**config.mk**
```make
export PLATFORM = sky130hd
export DESIGN_NAME = worpc_poll_ctrl
export DESIGN_NICKNAME = d
export VERILOG_FILES = /design/src/shared/worpc_pkg.sv /design/src/worpc_countdown.sv /design/src/worpc_antsel.sv /design/src/worpc_poll_ctrl.sv
export VERILOG_INCLUDE_DIRS = /design/src /design/src/shared
export SDC_FILE = /design/constraint.sdc
export NUM_CORES = 1
export LEC_CHECK = 0
export BUFFER_PORTS_ARGS = -buffer_cell sky130_fd_sc_hd__buf_2
export CORE_MARGIN = 5
export CORE_UTILIZATION = 40
export DETAILED_ROUTE_END_ITERATION = 7
export GPL_TIMING_DRIVEN = 0
export PLACE_DENSITY = 0.56
export RECOVER_POWER = 100
export SKIP_CTS_REPAIR_TIMING = 1
export SLEW_MARGIN = 5
export SYNTH_ARGS = -nofsm -noshare
export SYNTH_HDL_FRONTEND = slang
export SYNTH_SLANG_ARGS = --single-unit
```
**constraint.sdc**
```tcl
create_clock -name ref_clk -period 6.2 [get_ports ref_clk]
set_clock_uncertainty 0.15 [all_clocks]
set_input_delay 0 -clock ref_clk [delete_from_list [all_inputs] [get_ports ref_clk]]
set_output_delay 0 -clock ref_clk [all_outputs]
set_load 0.02 [all_outputs]
```
**src/shared/worpc_defines.svh**
```systemverilog
`ifndef WORPC_DEFINES_SVH
`define WORPC_DEFINES_SVH

// ==========================================================
// register byte offsets
`define WORPC_OFF_CTRL 8'h00
`define WORPC_OFF_SLEEP 8'h04
`define WORPC_OFF_WINDOW 8'h08
`define WORPC_OFF_CALINT 8'h0C
`define WORPC_OFF_DWELL 8'h10
`define WORPC_OFF_STAMP 8'h14
`define WORPC_OFF_STATE 8'h18
`define WORPC_OFF_IRQ_STAT 8'h1C
`define WORPC_OFF_IRQ_CLR 8'h20
`define WORPC_OFF_IRQ_EN 8'h24

// ==========================================================
// control register fields
`define WORPC_CTRL_W 6
`define WORPC_CTRL_POLL 0
`define WORPC_CTRL_DIV 1
`define WORPC_CTRL_DIFF 2
`define WORPC_CTRL_PRE 3
`define WORPC_CTRL_EXTREF 4
`define WORPC_CTRL_AUTOCAL 5

// ==========================================================
// interrupt event bits
`define WORPC_IRQ_W 3
`define WORPC_IRQ_PKT 0
`define WORPC_IRQ_TMO 1
`define WORPC_IRQ_CAL 2

// ==========================================================
// reset values
`define WORPC_RST_CTRL 6'h00
`define WORPC_RST_SLEEP 16'h0010
`define WORPC_RST_WINDOW 16'h0100
`define WORPC_RST_CALINT 16'h0008
`define WORPC_RST_DWELL 16'h0040
`define WORPC_RST_TRIM 8'h80

// ==========================================================
// clock rates, nominal reference cycles per rc period
`define WORPC_REF_HZ 250000000
`define WORPC_RC_HZ 40000
`define WORPC_CAL_NOMINAL (`WORPC_REF_HZ / `WORPC_RC_HZ)

`endif

```
**src/shared/worpc_pkg.sv**
```systemverilog
package worpc_pkg;

    // ======================================================
    // polling sequencer states
    typedef enum logic [2:0] {
        WORPC_IDLE,
        WORPC_SLEEP,
        WORPC_CAL,
        WORPC_LISTEN,
        WORPC_PACKET,
        WORPC_ACK
    } worpc_state_t;

    // ======================================================
    // status from the receive and transmit chains
    typedef struct packed {
        logic rssi_above;
        logic preamble_det;
        logic pkt_done;
        logic ack_req;
        logic ack_done;
    } worpc_radio_in_t;

endpackage

```
**src/worpc_countdown.sv**
```systemverilog
`include "worpc_defines.svh"

module worpc_countdown #(
    parameter int W = 16
) (
    // clock and reset
    input wire logic ref_clk,
    input wire logic resetn,
    // control
    input wire logic start,
    input wire logic [W-1:0] load,
    input wire logic en,
    // state
    output logic done,
    output logic busy,
    output logic [W-1:0] count
);
    import worpc_pkg::*;

    logic [W-1:0] next_count;

    // ======================================================
    // zero load counts as one so a start always ends
    assign next_count = start ? ((load == '0) ? W'(1) : load) :
        (en && count != '0) ? count - W'(1) : count;
    // done looks at en and the count, not at start, so a caller may restart from it
    assign done = en && (count == W'(1));
    assign busy = (count != '0);

    // counter register
    always_ff @(posedge ref_clk or negedge resetn) begin
        if (!resetn) begin
            count <= '0;
        end else begin
            count <= next_count;
        end
    end
endmodule

```
**src/worpc_antsel.sv**
```systemverilog
`include "worpc_defines.svh"

module worpc_antsel #(
    parameter int W = 16
) (
    // clock and reset
    input wire logic ref_clk,
    input wire logic resetn,
    // control
    input wire logic search,
    input wire logic diff_mode,
    input wire logic [W-1:0] dwell,
    // switch pins
    output logic ant_sel,
    output logic ant_sel_n
);
    import worpc_pkg::*;

    logic dwell_done;
    logic [W-1:0] dwell_cnt;
    logic next_ant;

    // ======================================================
    // dwell timer restarts on each toggle; the restart is taken
    // from search and the count; done itself does not depend on it
    worpc_countdown #(.W(W)) u_dwell (
        .ref_clk(ref_clk),
        .resetn(resetn),
        .start(search && (dwell_cnt == W'(1) || dwell_cnt == '0)),
        .load(dwell),
        .en(search),
        .done(dwell_done),
        .busy(),
        .count(dwell_cnt)
    );

    // level only moves while searching, so ack keeps it
    assign next_ant = (search && dwell_done) ? !ant_sel : ant_sel;

    // switch outputs, complement only in differential mode
    always_ff @(posedge ref_clk or negedge resetn) begin
        if (!resetn) begin
            ant_sel <= 1'b0;
            ant_sel_n <= 1'b0;
        end else begin
            ant_sel <= next_ant;
            ant_sel_n <= diff_mode & !next_ant;
        end
    end

    // ======================================================
    // checks
    property p_toggle;
        @(posedge ref_clk) disable iff (!resetn)
        search && dwell_done |=> ant_sel != $past(ant_sel);
    endproperty
    a_toggle: assert property (p_toggle)
        else $error("antenna did not toggle after dwell");

    property p_dwell_hold;
        @(posedge ref_clk) disable iff (!resetn)
        !(search && dwell_done) |=> $stable(ant_sel);
    endproperty
    a_dwell_hold: assert property (p_dwell_hold)
        else $error("antenna moved before dwell ended");

    property p_diff;
        @(posedge ref_clk) disable iff (!resetn)
        ##1 ant_sel_n == ($past(diff_mode) & !ant_sel);
    endproperty
    a_diff: assert property (p_diff)
        else $error("differential output wrong");
endmodule

```
**src/worpc_poll_ctrl.sv**
```systemverilog
// ==========================================================
// Function
// - the sleep timer wakes the receiver by itself, no host action.
// - a wake-up window with no valid signal ends back in sleep.
// - sleep interval and receive window length are programmable.
// - each incoming message is stamped with the sleep timer value.
// - the sleep timer advances only on the rc oscillator clock.
// - with autocal on, the rc clock is recalibrated every N wake-ups.
// - the external reference is on when needed, off while sleeping.
// - the block cycles sleep and receive, sleep set below preamble.
// - diversity toggles the antenna select until a valid signal.
// - antenna select drives a complementary pair as well as one pin.
// - an acknowledge is sent with the antenna select held.
// - validity comes from rssi threshold or preamble detect, by config.
// - calibration trims the rc clock to 40 kHz against the reference.
//
// Added by the designer: the register addresses and the address-and-strobe port.
`include "worpc_defines.svh"

module worpc_poll_ctrl #(
    parameter int TW = 16
) (
    // clock and reset
    input wire logic ref_clk,
    input wire logic resetn,
    // register port
    input wire logic [7:0] addr,
    input wire logic [31:0] wdata,
    input wire logic wr,
    input wire logic rd,
    output logic [31:0] rdata,
    // rc oscillator
    input wire logic rc_clk_in,
    output logic [7:0] rc_trim,
    // radio chains
    input wire worpc_pkg::worpc_radio_in_t radio,
    output logic rx_on,
    output logic ack_tx_on,
    output logic ext_ref_en,
    // antenna switch
    output logic ant_sel,
    output logic ant_sel_n,
    // interrupt
    output logic irq
);
    import worpc_pkg::*;

    localparam logic [15:0] CAL_NOM = 16'(`WORPC_CAL_NOMINAL);

    worpc_state_t state, next_state;
    logic [`WORPC_CTRL_W-1:0] ctrl;
    logic [TW-1:0] sleep_ticks, rx_window, cal_interval, dwell;
    logic [TW-1:0] wake_time, timestamp;
    logic [`WORPC_IRQ_W-1:0] irq_stat, irq_en, irq_ev;
    logic [15:0] cal_cnt;
    logic cal_arm, cal_due, rc_q, rc_tick;
    logic sleep_done, win_done, calint_done, calint_busy;
    logic [TW-1:0] sleep_cnt, win_cnt;
    logic sig_valid, enter_sleep, enter_listen, cal_fin;
    logic [31:0] rd_mux;
    logic sel_ctrl, sel_sleep, sel_win, sel_calint, sel_dwell;
    logic sel_stamp, sel_state, sel_istat, sel_iclr, sel_ien;

    // ======================================================
    // address decode
    assign sel_ctrl = (addr == `WORPC_OFF_CTRL);
    assign sel_sleep = (addr == `WORPC_OFF_SLEEP);
    assign sel_win = (addr == `WORPC_OFF_WINDOW);
    assign sel_calint = (addr == `WORPC_OFF_CALINT);
    assign sel_dwell = (addr == `WORPC_OFF_DWELL);
    assign sel_stamp = (addr == `WORPC_OFF_STAMP);
    assign sel_state = (addr == `WORPC_OFF_STATE);
    assign sel_istat = (addr == `WORPC_OFF_IRQ_STAT);
    assign sel_iclr = (addr == `WORPC_OFF_IRQ_CLR);
    assign sel_ien = (addr == `WORPC_OFF_IRQ_EN);

    // read select; unmapped and write-only offsets read zero
    assign rd_mux =
        sel_ctrl ? 32'(ctrl) :
        sel_sleep ? 32'(sleep_ticks) :
        sel_win ? 32'(rx_window) :
        sel_calint ? 32'(cal_interval) :
        sel_dwell ? 32'(dwell) :
        sel_stamp ? 32'(timestamp) :
        sel_state ? {16'h0000, rc_trim, 3'h0, ant_sel, 1'b0, 3'(state)} :
        sel_istat ? 32'(irq_stat) :
        sel_ien ? 32'(irq_en) : 32'h00000000;

    // configuration registers
    always_ff @(posedge ref_clk or negedge resetn) begin
        if (!resetn) begin
            ctrl <= `WORPC_RST_CTRL;
            sleep_ticks <= TW'(`WORPC_RST_SLEEP);
            rx_window <= TW'(`WORPC_RST_WINDOW);
            cal_interval <= TW'(`WORPC_RST_CALINT);
            dwell <= TW'(`WORPC_RST_DWELL);
            irq_en <= '0;
        end else if (wr) begin
            if (sel_ctrl) ctrl <= wdata[`WORPC_CTRL_W-1:0];
            if (sel_sleep) sleep_ticks <= wdata[TW-1:0];
            if (sel_win) rx_window <= wdata[TW-1:0];
            if (sel_calint) cal_interval <= wdata[TW-1:0];
            if (sel_dwell) dwell <= wdata[TW-1:0];
            if (sel_ien) irq_en <= wdata[`WORPC_IRQ_W-1:0];
        end
    end

    // read data stands one cycle after the strobe only
    always_ff @(posedge ref_clk or negedge resetn) begin
        if (!resetn) begin
            rdata <= 32'h00000000;
        end else begin
            rdata <= rd ? rd_mux : 32'h00000000;
        end
    end

    // ======================================================
    // rc clock sampled as a level; its rising edge is the tick
    assign rc_tick = rc_clk_in & !rc_q;

    // free-running sleep time base and edge history
    always_ff @(posedge ref_clk or negedge resetn) begin
        if (!resetn) begin
            rc_q <= 1'b0;
            wake_time <= '0;
        end else begin
            rc_q <= rc_clk_in;
            if (rc_tick) wake_time <= wake_time + TW'(1);
        end
    end

    // ======================================================
    // signal validity source chosen by configuration
    assign sig_valid = ctrl[`WORPC_CTRL_PRE] ? radio.preamble_det :
        radio.rssi_above;
    assign enter_sleep = (next_state == WORPC_SLEEP) &&
        (state != WORPC_SLEEP);
    assign enter_listen = (next_state == WORPC_LISTEN) &&
        (state != WORPC_LISTEN);
    assign cal_fin = (state == WORPC_CAL) && cal_arm && rc_tick;

    // sleep interval counts rc ticks, not reference cycles
    worpc_countdown #(.W(TW)) u_sleep (
        .ref_clk(ref_clk),
        .resetn(resetn),
        .start(enter_sleep),
        .load(sleep_ticks),
        .en(rc_tick && state == WORPC_SLEEP),
        .done(sleep_done),
        .busy(),
        .count(sleep_cnt)
    );

    // listen window in reference cycles sets the duty cycle
    worpc_countdown #(.W(TW)) u_window (
        .ref_clk(ref_clk),
        .resetn(resetn),
        .start(enter_listen),
        .load(rx_window),
        .en(state == WORPC_LISTEN),
        .done(win_done),
        .busy(),
        .count(win_cnt)
    );

    // wake-up counter between calibrations
    worpc_countdown #(.W(TW)) u_calint (
        .ref_clk(ref_clk),
        .resetn(resetn),
        .start(!calint_busy),
        .load(cal_interval),
        .en(sleep_done),
        .done(calint_done),
        .busy(calint_busy),
        .count()
    );

    // ======================================================
    // polling sequencer
    always_comb begin
        next_state = state;
        case (state)
            WORPC_IDLE: begin
                if (ctrl[`WORPC_CTRL_POLL]) next_state = WORPC_SLEEP;
            end
            WORPC_SLEEP: begin
                if (!ctrl[`WORPC_CTRL_POLL]) next_state = WORPC_IDLE;
                else if (sleep_done)
                    next_state = (ctrl[`WORPC_CTRL_AUTOCAL] &&
                        (cal_due || calint_done)) ? WORPC_CAL :
                        WORPC_LISTEN;
            end
            WORPC_CAL: begin
                if (cal_fin) next_state = WORPC_LISTEN;
            end
            WORPC_LISTEN: begin
                if (sig_valid) next_state = WORPC_PACKET;
                else if (win_done || !ctrl[`WORPC_CTRL_POLL])
                    next_state = WORPC_SLEEP;
            end
            WORPC_PACKET: begin
                if (radio.pkt_done)
                    next_state = radio.ack_req ? WORPC_ACK : WORPC_SLEEP;
            end
            WORPC_ACK: begin
                if (radio.ack_done) next_state = WORPC_SLEEP;
            end
            default: next_state = WORPC_IDLE;
        endcase
    end

    // state register; sleep and listen alternate while poll is set
    always_ff @(posedge ref_clk or negedge resetn) begin
        if (!resetn) begin
            state <= WORPC_IDLE;
        end else begin
            state <= next_state;
        end
    end

    // ======================================================
    // one rc period measured in reference cycles; a slow rc
    // shows a large count and is trimmed faster
    always_ff @(posedge ref_clk or negedge resetn) begin
        if (!resetn) begin
            cal_arm <= 1'b0;
            cal_cnt <= 16'h0000;
            cal_due <= 1'b0;
            rc_trim <= `WORPC_RST_TRIM;
        end else begin
            if (calint_done) cal_due <= 1'b1;
            else if (state == WORPC_CAL) cal_due <= 1'b0;
            if (state != WORPC_CAL) begin
                cal_arm <= 1'b0;
            end else if (rc_tick && !cal_arm) begin
                cal_arm <= 1'b1;
                cal_cnt <= 16'h0000;
            end else if (cal_arm && cal_cnt != 16'hFFFF) begin
                cal_cnt <= cal_cnt + 16'h0001;
            end
            if (cal_fin) begin
                if (cal_cnt > CAL_NOM && rc_trim != 8'hFF)
                    rc_trim <= rc_trim + 8'h01;
                else if (cal_cnt < CAL_NOM && rc_trim != 8'h00)
                    rc_trim <= rc_trim - 8'h01;
            end
        end
    end

    // ======================================================
    // stamp and reference enable; the reference must run for
    // calibration and radio activity but never while asleep
    always_ff @(posedge ref_clk or negedge resetn) begin
        if (!resetn) begin
            timestamp <= '0;
            ext_ref_en <= 1'b0;
        end else begin
            if (state == WORPC_LISTEN && sig_valid)
                timestamp <= wake_time;
            ext_ref_en <= ctrl[`WORPC_CTRL_EXTREF] &&
                next_state != WORPC_SLEEP &&
                next_state != WORPC_IDLE;
        end
    end

    assign rx_on = (state == WORPC_LISTEN) || (state == WORPC_PACKET);
    assign ack_tx_on = (state == WORPC_ACK);

    // ======================================================
    // antenna search only while listening; frozen otherwise
    worpc_antsel #(.W(TW)) u_ant (
        .ref_clk(ref_clk),
        .resetn(resetn),
        .search(ctrl[`WORPC_CTRL_DIV] && state == WORPC_LISTEN &&
            !sig_valid),
        .diff_mode(ctrl[`WORPC_CTRL_DIFF]),
        .dwell(dwell),
        .ant_sel(ant_sel),
        .ant_sel_n(ant_sel_n)
    );

    // ======================================================
    // sticky events; a set in the clearing cycle survives.
    // packet flag lets the host stay down until data waits
    assign irq_ev[`WORPC_IRQ_PKT] = (state == WORPC_PACKET) &&
        radio.pkt_done;
    assign irq_ev[`WORPC_IRQ_TMO] = (state == WORPC_LISTEN) &&
        !sig_valid && win_done;
    assign irq_ev[`WORPC_IRQ_CAL] = cal_fin;

    always_ff @(posedge ref_clk or negedge resetn) begin
        if (!resetn) begin
            irq_stat <= '0;
        end else begin
            irq_stat <= (irq_stat & ~((wr && sel_iclr) ?
                wdata[`WORPC_IRQ_W-1:0] : '0)) | irq_ev;
        end
    end

    assign irq = |(irq_stat & irq_en);

    // ======================================================
    // checks
    property p_wake;
        @(posedge ref_clk) disable iff (!resetn)
        state == WORPC_SLEEP && sleep_done && ctrl[`WORPC_CTRL_POLL]
        |=> state == WORPC_LISTEN || state == WORPC_CAL;
    endproperty
    a_wake: assert property (p_wake)
        else $error("timer expiry did not wake receiver");

    property p_timeout;
        @(posedge ref_clk) disable iff (!resetn)
        state == WORPC_LISTEN && win_done && !sig_valid
        |=> state == WORPC_SLEEP &&
            (sleep_cnt == $past(sleep_ticks) || $past(sleep_ticks) == '0);
    endproperty
    a_timeout: assert property (p_timeout)
        else $error("window expiry did not reload sleep");

    property p_window;
        @(posedge ref_clk) disable iff (!resetn)
        enter_listen && rx_window != '0 |=> win_cnt == $past(rx_window);
    endproperty
    a_window: assert property (p_window)
        else $error("listen window not loaded");

    property p_stamp;
        @(posedge ref_clk) disable iff (!resetn)
        state == WORPC_LISTEN && sig_valid
        |=> timestamp == $past(wake_time) && state == WORPC_PACKET;
    endproperty
    a_stamp: assert property (p_stamp)
        else $error("message not stamped");

    property p_rc_only;
        @(posedge ref_clk) disable iff (!resetn)
        state == WORPC_SLEEP && !rc_tick && !enter_sleep
        |=> $stable(sleep_cnt);
    endproperty
    a_rc_only: assert property (p_rc_only)
        else $error("sleep timer moved without rc tick");

    property p_cal;
        @(posedge ref_clk) disable iff (!resetn)
        state == WORPC_SLEEP && sleep_done && cal_due &&
        ctrl[`WORPC_CTRL_AUTOCAL] && ctrl[`WORPC_CTRL_POLL]
        |=> state == WORPC_CAL;
    endproperty
    a_cal: assert property (p_cal)
        else $error("due calibration skipped");

    property p_ref_off;
        @(posedge ref_clk) disable iff (!resetn)
        state == WORPC_SLEEP ##1 state == WORPC_SLEEP |-> !ext_ref_en;
    endproperty
    a_ref_off: assert property (p_ref_off)
        else $error("reference left on in sleep");

    property p_hold_rx;
        @(posedge ref_clk) disable iff (!resetn)
        state == WORPC_PACKET && !radio.pkt_done |=> state == WORPC_PACKET;
    endproperty
    a_hold_rx: assert property (p_hold_rx)
        else $error("receive left before packet end");

    property p_ack_hold;
        @(posedge ref_clk) disable iff (!resetn)
        state == WORPC_ACK ##1 state == WORPC_ACK |-> $stable(ant_sel);
    endproperty
    a_ack_hold: assert property (p_ack_hold)
        else $error("antenna moved during acknowledge");

    c_cal: cover property (@(posedge ref_clk) disable iff (!resetn)
        cal_fin);
    c_ack: cover property (@(posedge ref_clk) disable iff (!resetn)
        state == WORPC_ACK && radio.ack_done);
    c_timeout: cover property (@(posedge ref_clk) disable iff (!resetn)
        irq_ev[`WORPC_IRQ_TMO]);
endmodule

```
; Word-level counts from Yosys, hierarchy flattened
; Index checks and enable logic that the tools add are counted.
[totals]
ff_bits = 221
in_bits = 50
output_inout_bits = 46
wordCells = 179
[classes]
add_sub_neg = 8
order_cmp = 2
eq_ne = 27
n_mux = 44
n_bitwise = 7
reduce_logical = 68
[op_table]
columns = cell, count
row1 = $mux W16, 22
row2 = $logic_not A16 Y1, 5
row3 = $eq A16 B1 Y1 const B, 4
row4 = $reduce_bool A16 Y1, 4
row5 = $sub A16 B1 Y16 const B, 4
row6 = $mux W3, 12
row7 = $add A16 B1 Y16 const B, 2
row8 = $eq A8 B5 Y1 const B, 4
row9 = $logic_and A1 B1 Y1, 29
row10 = $pmux W3 S6, 1
row11 = $eq A8 B4 Y1 const B, 2
row12 = $eq A8 B6 Y1 const B, 2
row13 = $gt A16 B13 Y1 const B, 1
row14 = $lt A16 B13 Y1 const B, 1
row15 = $mux W8, 2
row16 = $ne A16 B16 Y1 const B, 1
row17 = $reduce_and A2 Y1, 8
row18 = $reduce_bool A2 Y1, 7
row19 = $eq A3 B2 Y1 const B, 3
row20 = $add A8 B1 Y8 const B, 1
row21 = $eq A8 B3 Y1 const B, 1
row22 = $logic_not A8 Y1, 1
row23 = $ne A8 B8 Y1 const B, 1
row24 = $reduce_bool A8 Y1, 1
row25 = 17 further kinds, 37

; Depth between registers and ports, before layout
[logic_depth]
ltp_word = 14
ltp_mapped = 12
ltp_nobuf = 12

; Modules after synthesis
; A second synthesis with hierarchy kept.
[hier_totals]
cells_unflattened = 1212
area_unflattened_um2 = 12468.2
[modules_own_cells]
columns = mod, n_inst, cells_each, area_each_um2, seq_area_each_um2
row1 = worpc_poll_ctrl, 1, 666, 7737.4, 3885.0
row2 = worpc_countdown (u_calint ...), 3, 133, 1164.9, 400.4
row3 = worpc_countdown (u_ant.u_dwell), 1, 136, 1122.3, 400.4
row4 = worpc_antsel, 1, 11, 113.9, 50.0

; Worst setup path after synthesis
; OpenSTA, ideal clock, no wires.
[synth_timing]
path_kind = flip-flop to flip-flop
startpoint = register cal_cnt[0]
endpoint = register rc_trim[7]
setup_ps = 75
arrival_ps = 2792
required_ps = 5975
setup_slack_ps = 3183
path_stages_with_launch = 13
path_buffers = 0
synth_period_minus_slack_ps = 3017
cell_sequence = dfrtp_1 > inv_1 > ha_1 > nor4bb_1 > a41oi_1 > nand2_1 > ha_1 > a21oi_1 > o211ai_1 > or4_1 > a211o_1 > a21boi_0 > xor2_1
[synth_between]
elab_chain_len = 4
word_cells_on_any_way = 7
classes_between = order compare (2) / mux (1) / reduce/logical (4)
[synth_rtl]
columns = item, line
row1 = "start, declared", worpc_poll_ctrl.sv:55  ; logic [15:0] cal_cnt;
row2 = "start signal, assigned", worpc_poll_ctrl.sv:239  ; cal_cnt <= cal_cnt + 16'h0001;
row3 = $gt A16 B13 Y1 / $lt A16 B13 Y1 (equally long branches), "worpc_poll_ctrl.sv:242, worpc_poll_ctrl.sv:244"
row4 = "$logic_and A1 B1 Y1, on equally long branches", "worpc_poll_ctrl.sv:242, worpc_poll_ctrl.sv:244"
row5 = $reduce_bool A2 Y1 (no line), -
row6 = $reduce_and A2 Y1 (no line), -
row7 = "end signal, assigned", worpc_poll_ctrl.sv:229  ; rc_trim <= `WORPC_RST_TRIM;
row8 = "end signal, assigned", worpc_poll_ctrl.sv:243  ; rc_trim <= rc_trim + 8'h01;
row9 = "end signal, assigned", worpc_poll_ctrl.sv:245  ; rc_trim <= rc_trim - 8'h01;
row10 = "end, declared", worpc_poll_ctrl.sv:34  ; output logic [7:0] rc_trim,
; Several ways; a longest one is shown, not always the timed one.
; A chain may end at the register's enable or synchronous reset.

; Worst setup path after layout
[layout_timing]
startpoint = register u_sleep.count[14]
endpoint = register u_calint.count[15]
[layout_between]
elab_chain_len = 4
[layout_rtl]
columns = item, line
row1 = "start, declared", worpc_countdown.sv:16  ; output logic [W-1:0] count
row2 = "start signal, assigned", worpc_countdown.sv:35  ; count <= next_count;
row3 = $eq A16 B1 Y1, worpc_countdown.sv:27  ; assign done = en && (count == W'(1));
row4 = $logic_and A1 B1 Y1, worpc_countdown.sv:27
row5 = $logic_and A1 B1 Y1, worpc_countdown.sv:25  ; (en && count != '0) ? count - W'(1) : count;
row6 = $ne A2 B1 Y1 (no line), -
row7 = "end signal, assigned", worpc_countdown.sv:35
row8 = "end, declared", worpc_countdown.sv:16
; Every way passes these cells.

==> impl_results.md <==
- H-tree levels: 1
- Number of diodes added for antenna fixing: 0
- Min-Delay Endpoint: irq_stat[1]
- Number of port buffers: 62
- Average wire per standard cell: 20.3 um
- Crit share post-route: 0.722
- Pleak: 5.88 nW
- Total of flip-flops plus latches after synthesis: 221
- Most common cell after layout, fill and taps aside: sky130_fd_sc_hd__dfrtp_1
- Launch instance of the worst register-to-register path: u_sleep.count[14]
- Commonest cells after routing, fill and taps aside: sky130_fd_sc_hd__dfrtp_1 (216), sky130_fd_sc_hd__nand2_1 (98), sky130_fd_sc_hd__mux2_2 (98), sky130_fd_sc_hd__clkbuf_1 (74), sky130_fd_sc_hd__nor2_1 (66)
- Gp weighted congestion: 0.925
- Time the worst path needs with I/O delays and setup: 4.47 ns
- Fmax: 224 MHz
- Footprint of the multi-input gates: 5560 sq um
- Final setup violation count: 0
- # Max-Cap Violations: 3
- Sink Count: 221
- Number of DRC violations after detailed-routing iteration 0: 858
- Average footprint of a synthesized cell: 10.4 sq um
- Sequential-to-total area share from yosys stat: 0.483
- Number of cells traversed by the worst register-to-register path: 6
- Amount of wire on met3 after detailed routing: 2.15 mm
- Boundary Pins: 96
- Arrival time of data at the critical path endpoint: 4.73 ns
- Flop2flop setup slack: 1.73 ns
- Clock root buffer master: sky130_fd_sc_hd__clkbuf_16
- Worst-Margin Slew: 2.66 ns
- Placement row count: 62
- Vias in the first global route: 8799
- Global-route wire length before repair: 51.6 mm
- Number of distinct library cells after synthesis: 80
- Beginning of the worst hold path: addr[3]
- Endpoint of the most critical register-to-register path: u_calint.count[15]
- Post-synthesis share of cell area spent on xor and xnor gates: 0.0435
- Vertical die dimension: 179 um
- Number of fill cells: 2758
- Core utilization of the finished layout: 0.471
- Status: finished with violations
- Netlist area before placement: 11500 sq um
- GRT Residual Overflow: 0
- CP Launch Point: u_sleep.count[14]
- Post-Route WL: 33.3 mm
- Synth warn: 0
- Setup repair after global routing missed its margin: no
- Peak VDD IR: 176 uV
- HPWL after DPL: 24.5 mm
- Clock Latency Late Sink: 0.52 ns
- Final slew viol count: 144
- WHS: 0.00533 ns
- Max FO, Critical Path: 9
- Hold Path Class: in2reg
- Longest Clk Path Bufs: 3
- Via count normalized by instance count: 5.65
- Remaining routing DRC violations: 0
- Count of flip-flops with a built-in enable after synthesis: 0
- Number of hold violations in the final report: 0
- Met1 Wirelength: 15.3 mm
- Fraction of the mapped netlist area in adder cells: 0.0236
- Highest routing layer actually used: met5
- Initial antenna violation count: 1
- Number of cells on the worst hold path: 6
- Crit Path Class: reg2reg
- Capturing element type of the critical path: flop
- Maximum number of pins on one net before global-route repair: 103
- Antenna violation net count after detailed routing: 0
- Clock tree from TritonCTS: done
- Synthesized-area fraction occupied by and/or/nand/nor cells: 0.182
- Combinational family with the most area after synthesis: simple AND/OR/NAND/NOR gates
- Clock slew seen by the registers of the worst setup and hold paths: 0.06 ns
- Fraction of synthesis flops using an asynchronous set or reset pin: 1.00
- Number of buffers created by CTS: 26
- Setup Total Neg Slack: 0 ns
- Initial core utilization: 0.402
- Core area: 28500 sq um
- Primary flip-flop cell chosen by synthesis mapping: sky130_fd_sc_hd__dfrtp_1
- Final Total Pwr: 3.55 mW
- Worst-case headroom to the max-slew limit: -0.772
- Final worst slack: 1.73 ns
- Post-placement setup slack: 2.78 ns
- Critical path launch point type: flop
- Detailed Routing Iterations Pass 1: 6
- Mux contribution to synthesized area: 0.111
- Synth Area in Compound Gates: 0.121
- Count of vias placed by the detailed router: 9255
- Synthesis-to-finish area growth: 17.1%
- Floorplan die area: 32200 sq um
- Cells after synthesis: 1098
- Fraction of layout cells with a size suffix above 1: 0.172
- Storage element area: 5540 sq um
- Violated checks: capacitance limit, slew limit
- Data required time at the worst endpoint: 6.45 ns
- Count of nets after finishing: 1307
- Overall track demand over capacity in global routing: 0.206
- Met2 wire length: 14.8 mm
- Total power per unit cell area: 264 nW/um^2
- Horizontal extent of the die: 179 um
worst max path at each step:
| stage | to | slack (ns) | cells past startpoint |
|---|---|---|---|
| 3_5_place_dp | rc_trim[7] | 2.78 | 12 |
| 2_1_floorplan | rc_trim[7] | 3.18 | 12 |
| 4_1_cts | rc_trim[7] | 2.74 | 12 |
| 5_1_grt | u_calint.count[15] | 1.61 | 6 |
| 6_report | u_calint.count[15] | 1.73 | 6 |
| 3_3_place_gp | timestamp[8] | 0.94 | 1 |
power by group:
part | leakage, nW | total, mW | internal (mW) | switching [mW]
Clock | 0.429 | 1.54 | 0.943 | 0.592
Combinational | 2.54 | 0.402 | 0.167 | 0.235
Sequential | 2.91 | 1.61 | 1.51 | 0.0936
Total | 5.88 | 3.55 | 2.62 | 0.921
state kept, by name, indices dropped and copies added (netlist names), 3 cells and up:
signal               cells
ctrl                     6
rdata                   16
u_sleep.count           16
irq_en                   3
rc_trim                  8
state                    3
sleep_ticks             16
rx_window               16
u_window.count          16
wake_time               16
irq_stat                 3
dwell                   16
u_calint.count          16
u_ant.u_dwell.count     16
cal_cnt                 16
timestamp               16
cal_interval            16
metal layers:
layer	track usage	vias up
met5	0	-
met4	0.0609	2
met3	0.0361	62
met2	0.316	294
met1	0.301	4579
li1	-	4318
synth_stat cells, types with 7 or more instances:
cell type,instances,area share
sky130_fd_sc_hd__a21o_1,8,0.0052
sky130_fd_sc_hd__a21oi_1,40,0.017
sky130_fd_sc_hd__a221oi_1,7,0.0053
sky130_fd_sc_hd__a222oi_1,11,0.0096
sky130_fd_sc_hd__a22o_1,8,0.0061
sky130_fd_sc_hd__a22oi_1,12,0.0079
sky130_fd_sc_hd__a31oi_1,15,0.0082
sky130_fd_sc_hd__and3_1,8,0.0044
sky130_fd_sc_hd__buf_2,10,0.0044
sky130_fd_sc_hd__buf_4,17,0.011
sky130_fd_sc_hd__clkbuf_1,29,0.0095
sky130_fd_sc_hd__dfrtp_1,216,0.47
sky130_fd_sc_hd__ha_1,20,0.022
sky130_fd_sc_hd__inv_1,27,0.0088
sky130_fd_sc_hd__mux2_2,98,0.096
sky130_fd_sc_hd__mux2i_1,11,0.0096
sky130_fd_sc_hd__nand2_1,98,0.032
sky130_fd_sc_hd__nand3_1,41,0.018
sky130_fd_sc_hd__nand4_1,23,0.013
sky130_fd_sc_hd__nor2_1,65,0.021
sky130_fd_sc_hd__nor2b_1,7,0.0038
sky130_fd_sc_hd__nor3_1,37,0.016
sky130_fd_sc_hd__nor4_1,37,0.020
sky130_fd_sc_hd__o21ai_0,47,0.021
sky130_fd_sc_hd__o21ai_1,10,0.0044
sky130_fd_sc_hd__o31ai_1,12,0.0079
sky130_fd_sc_hd__or3_1,13,0.0071
sky130_fd_sc_hd__or4_1,12,0.0079
sky130_fd_sc_hd__xnor2_1,36,0.027
sky130_fd_sc_hd__xor2_1,21,0.016
critical path, stage by stage, from the launching register on:
cell and delay, ns:
sky130_fd_sc_hd__dfrtp_1 0.40, sky130_fd_sc_hd__nor4_1 0.70, sky130_fd_sc_hd__nand3_1 0.16, sky130_fd_sc_hd__nor4_1 1.82
sky130_fd_sc_hd__nand3_2 0.44, sky130_fd_sc_hd__o31a_1 0.41, sky130_fd_sc_hd__a221o_1 0.26
cell families after synthesis:
group | count (synthesis)
fa+ha+maj | 21
xor+xnor | 57
flops | 221
compound gates | 208
simple gates | 391
mux | 113
buf+inv | 86
other cells | 1
metrics by stage:
stage          area (sq um)  cells
6_report              13400   1637
5_1_grt               13400   1637
4_1_cts               13200   1606
3_5_place_dp          12400   1561
3_3_place_gp          12300   1559
2_1_floorplan         11500   1113
layout make-up:
cell class / count / share of cell area
well taps: 384 / 0.0358
plain buffers: 59 / 0.0214
clock inverters: 8 / 0.00689
multi-input cells: 806 / 0.414
repair buffers: 95 / 0.0452
flip-flops and latches: 221 / 0.412
inverters: 27 / 0.00754
clock buffers: 37 / 0.0576
(Power assumes the default switching activity.)
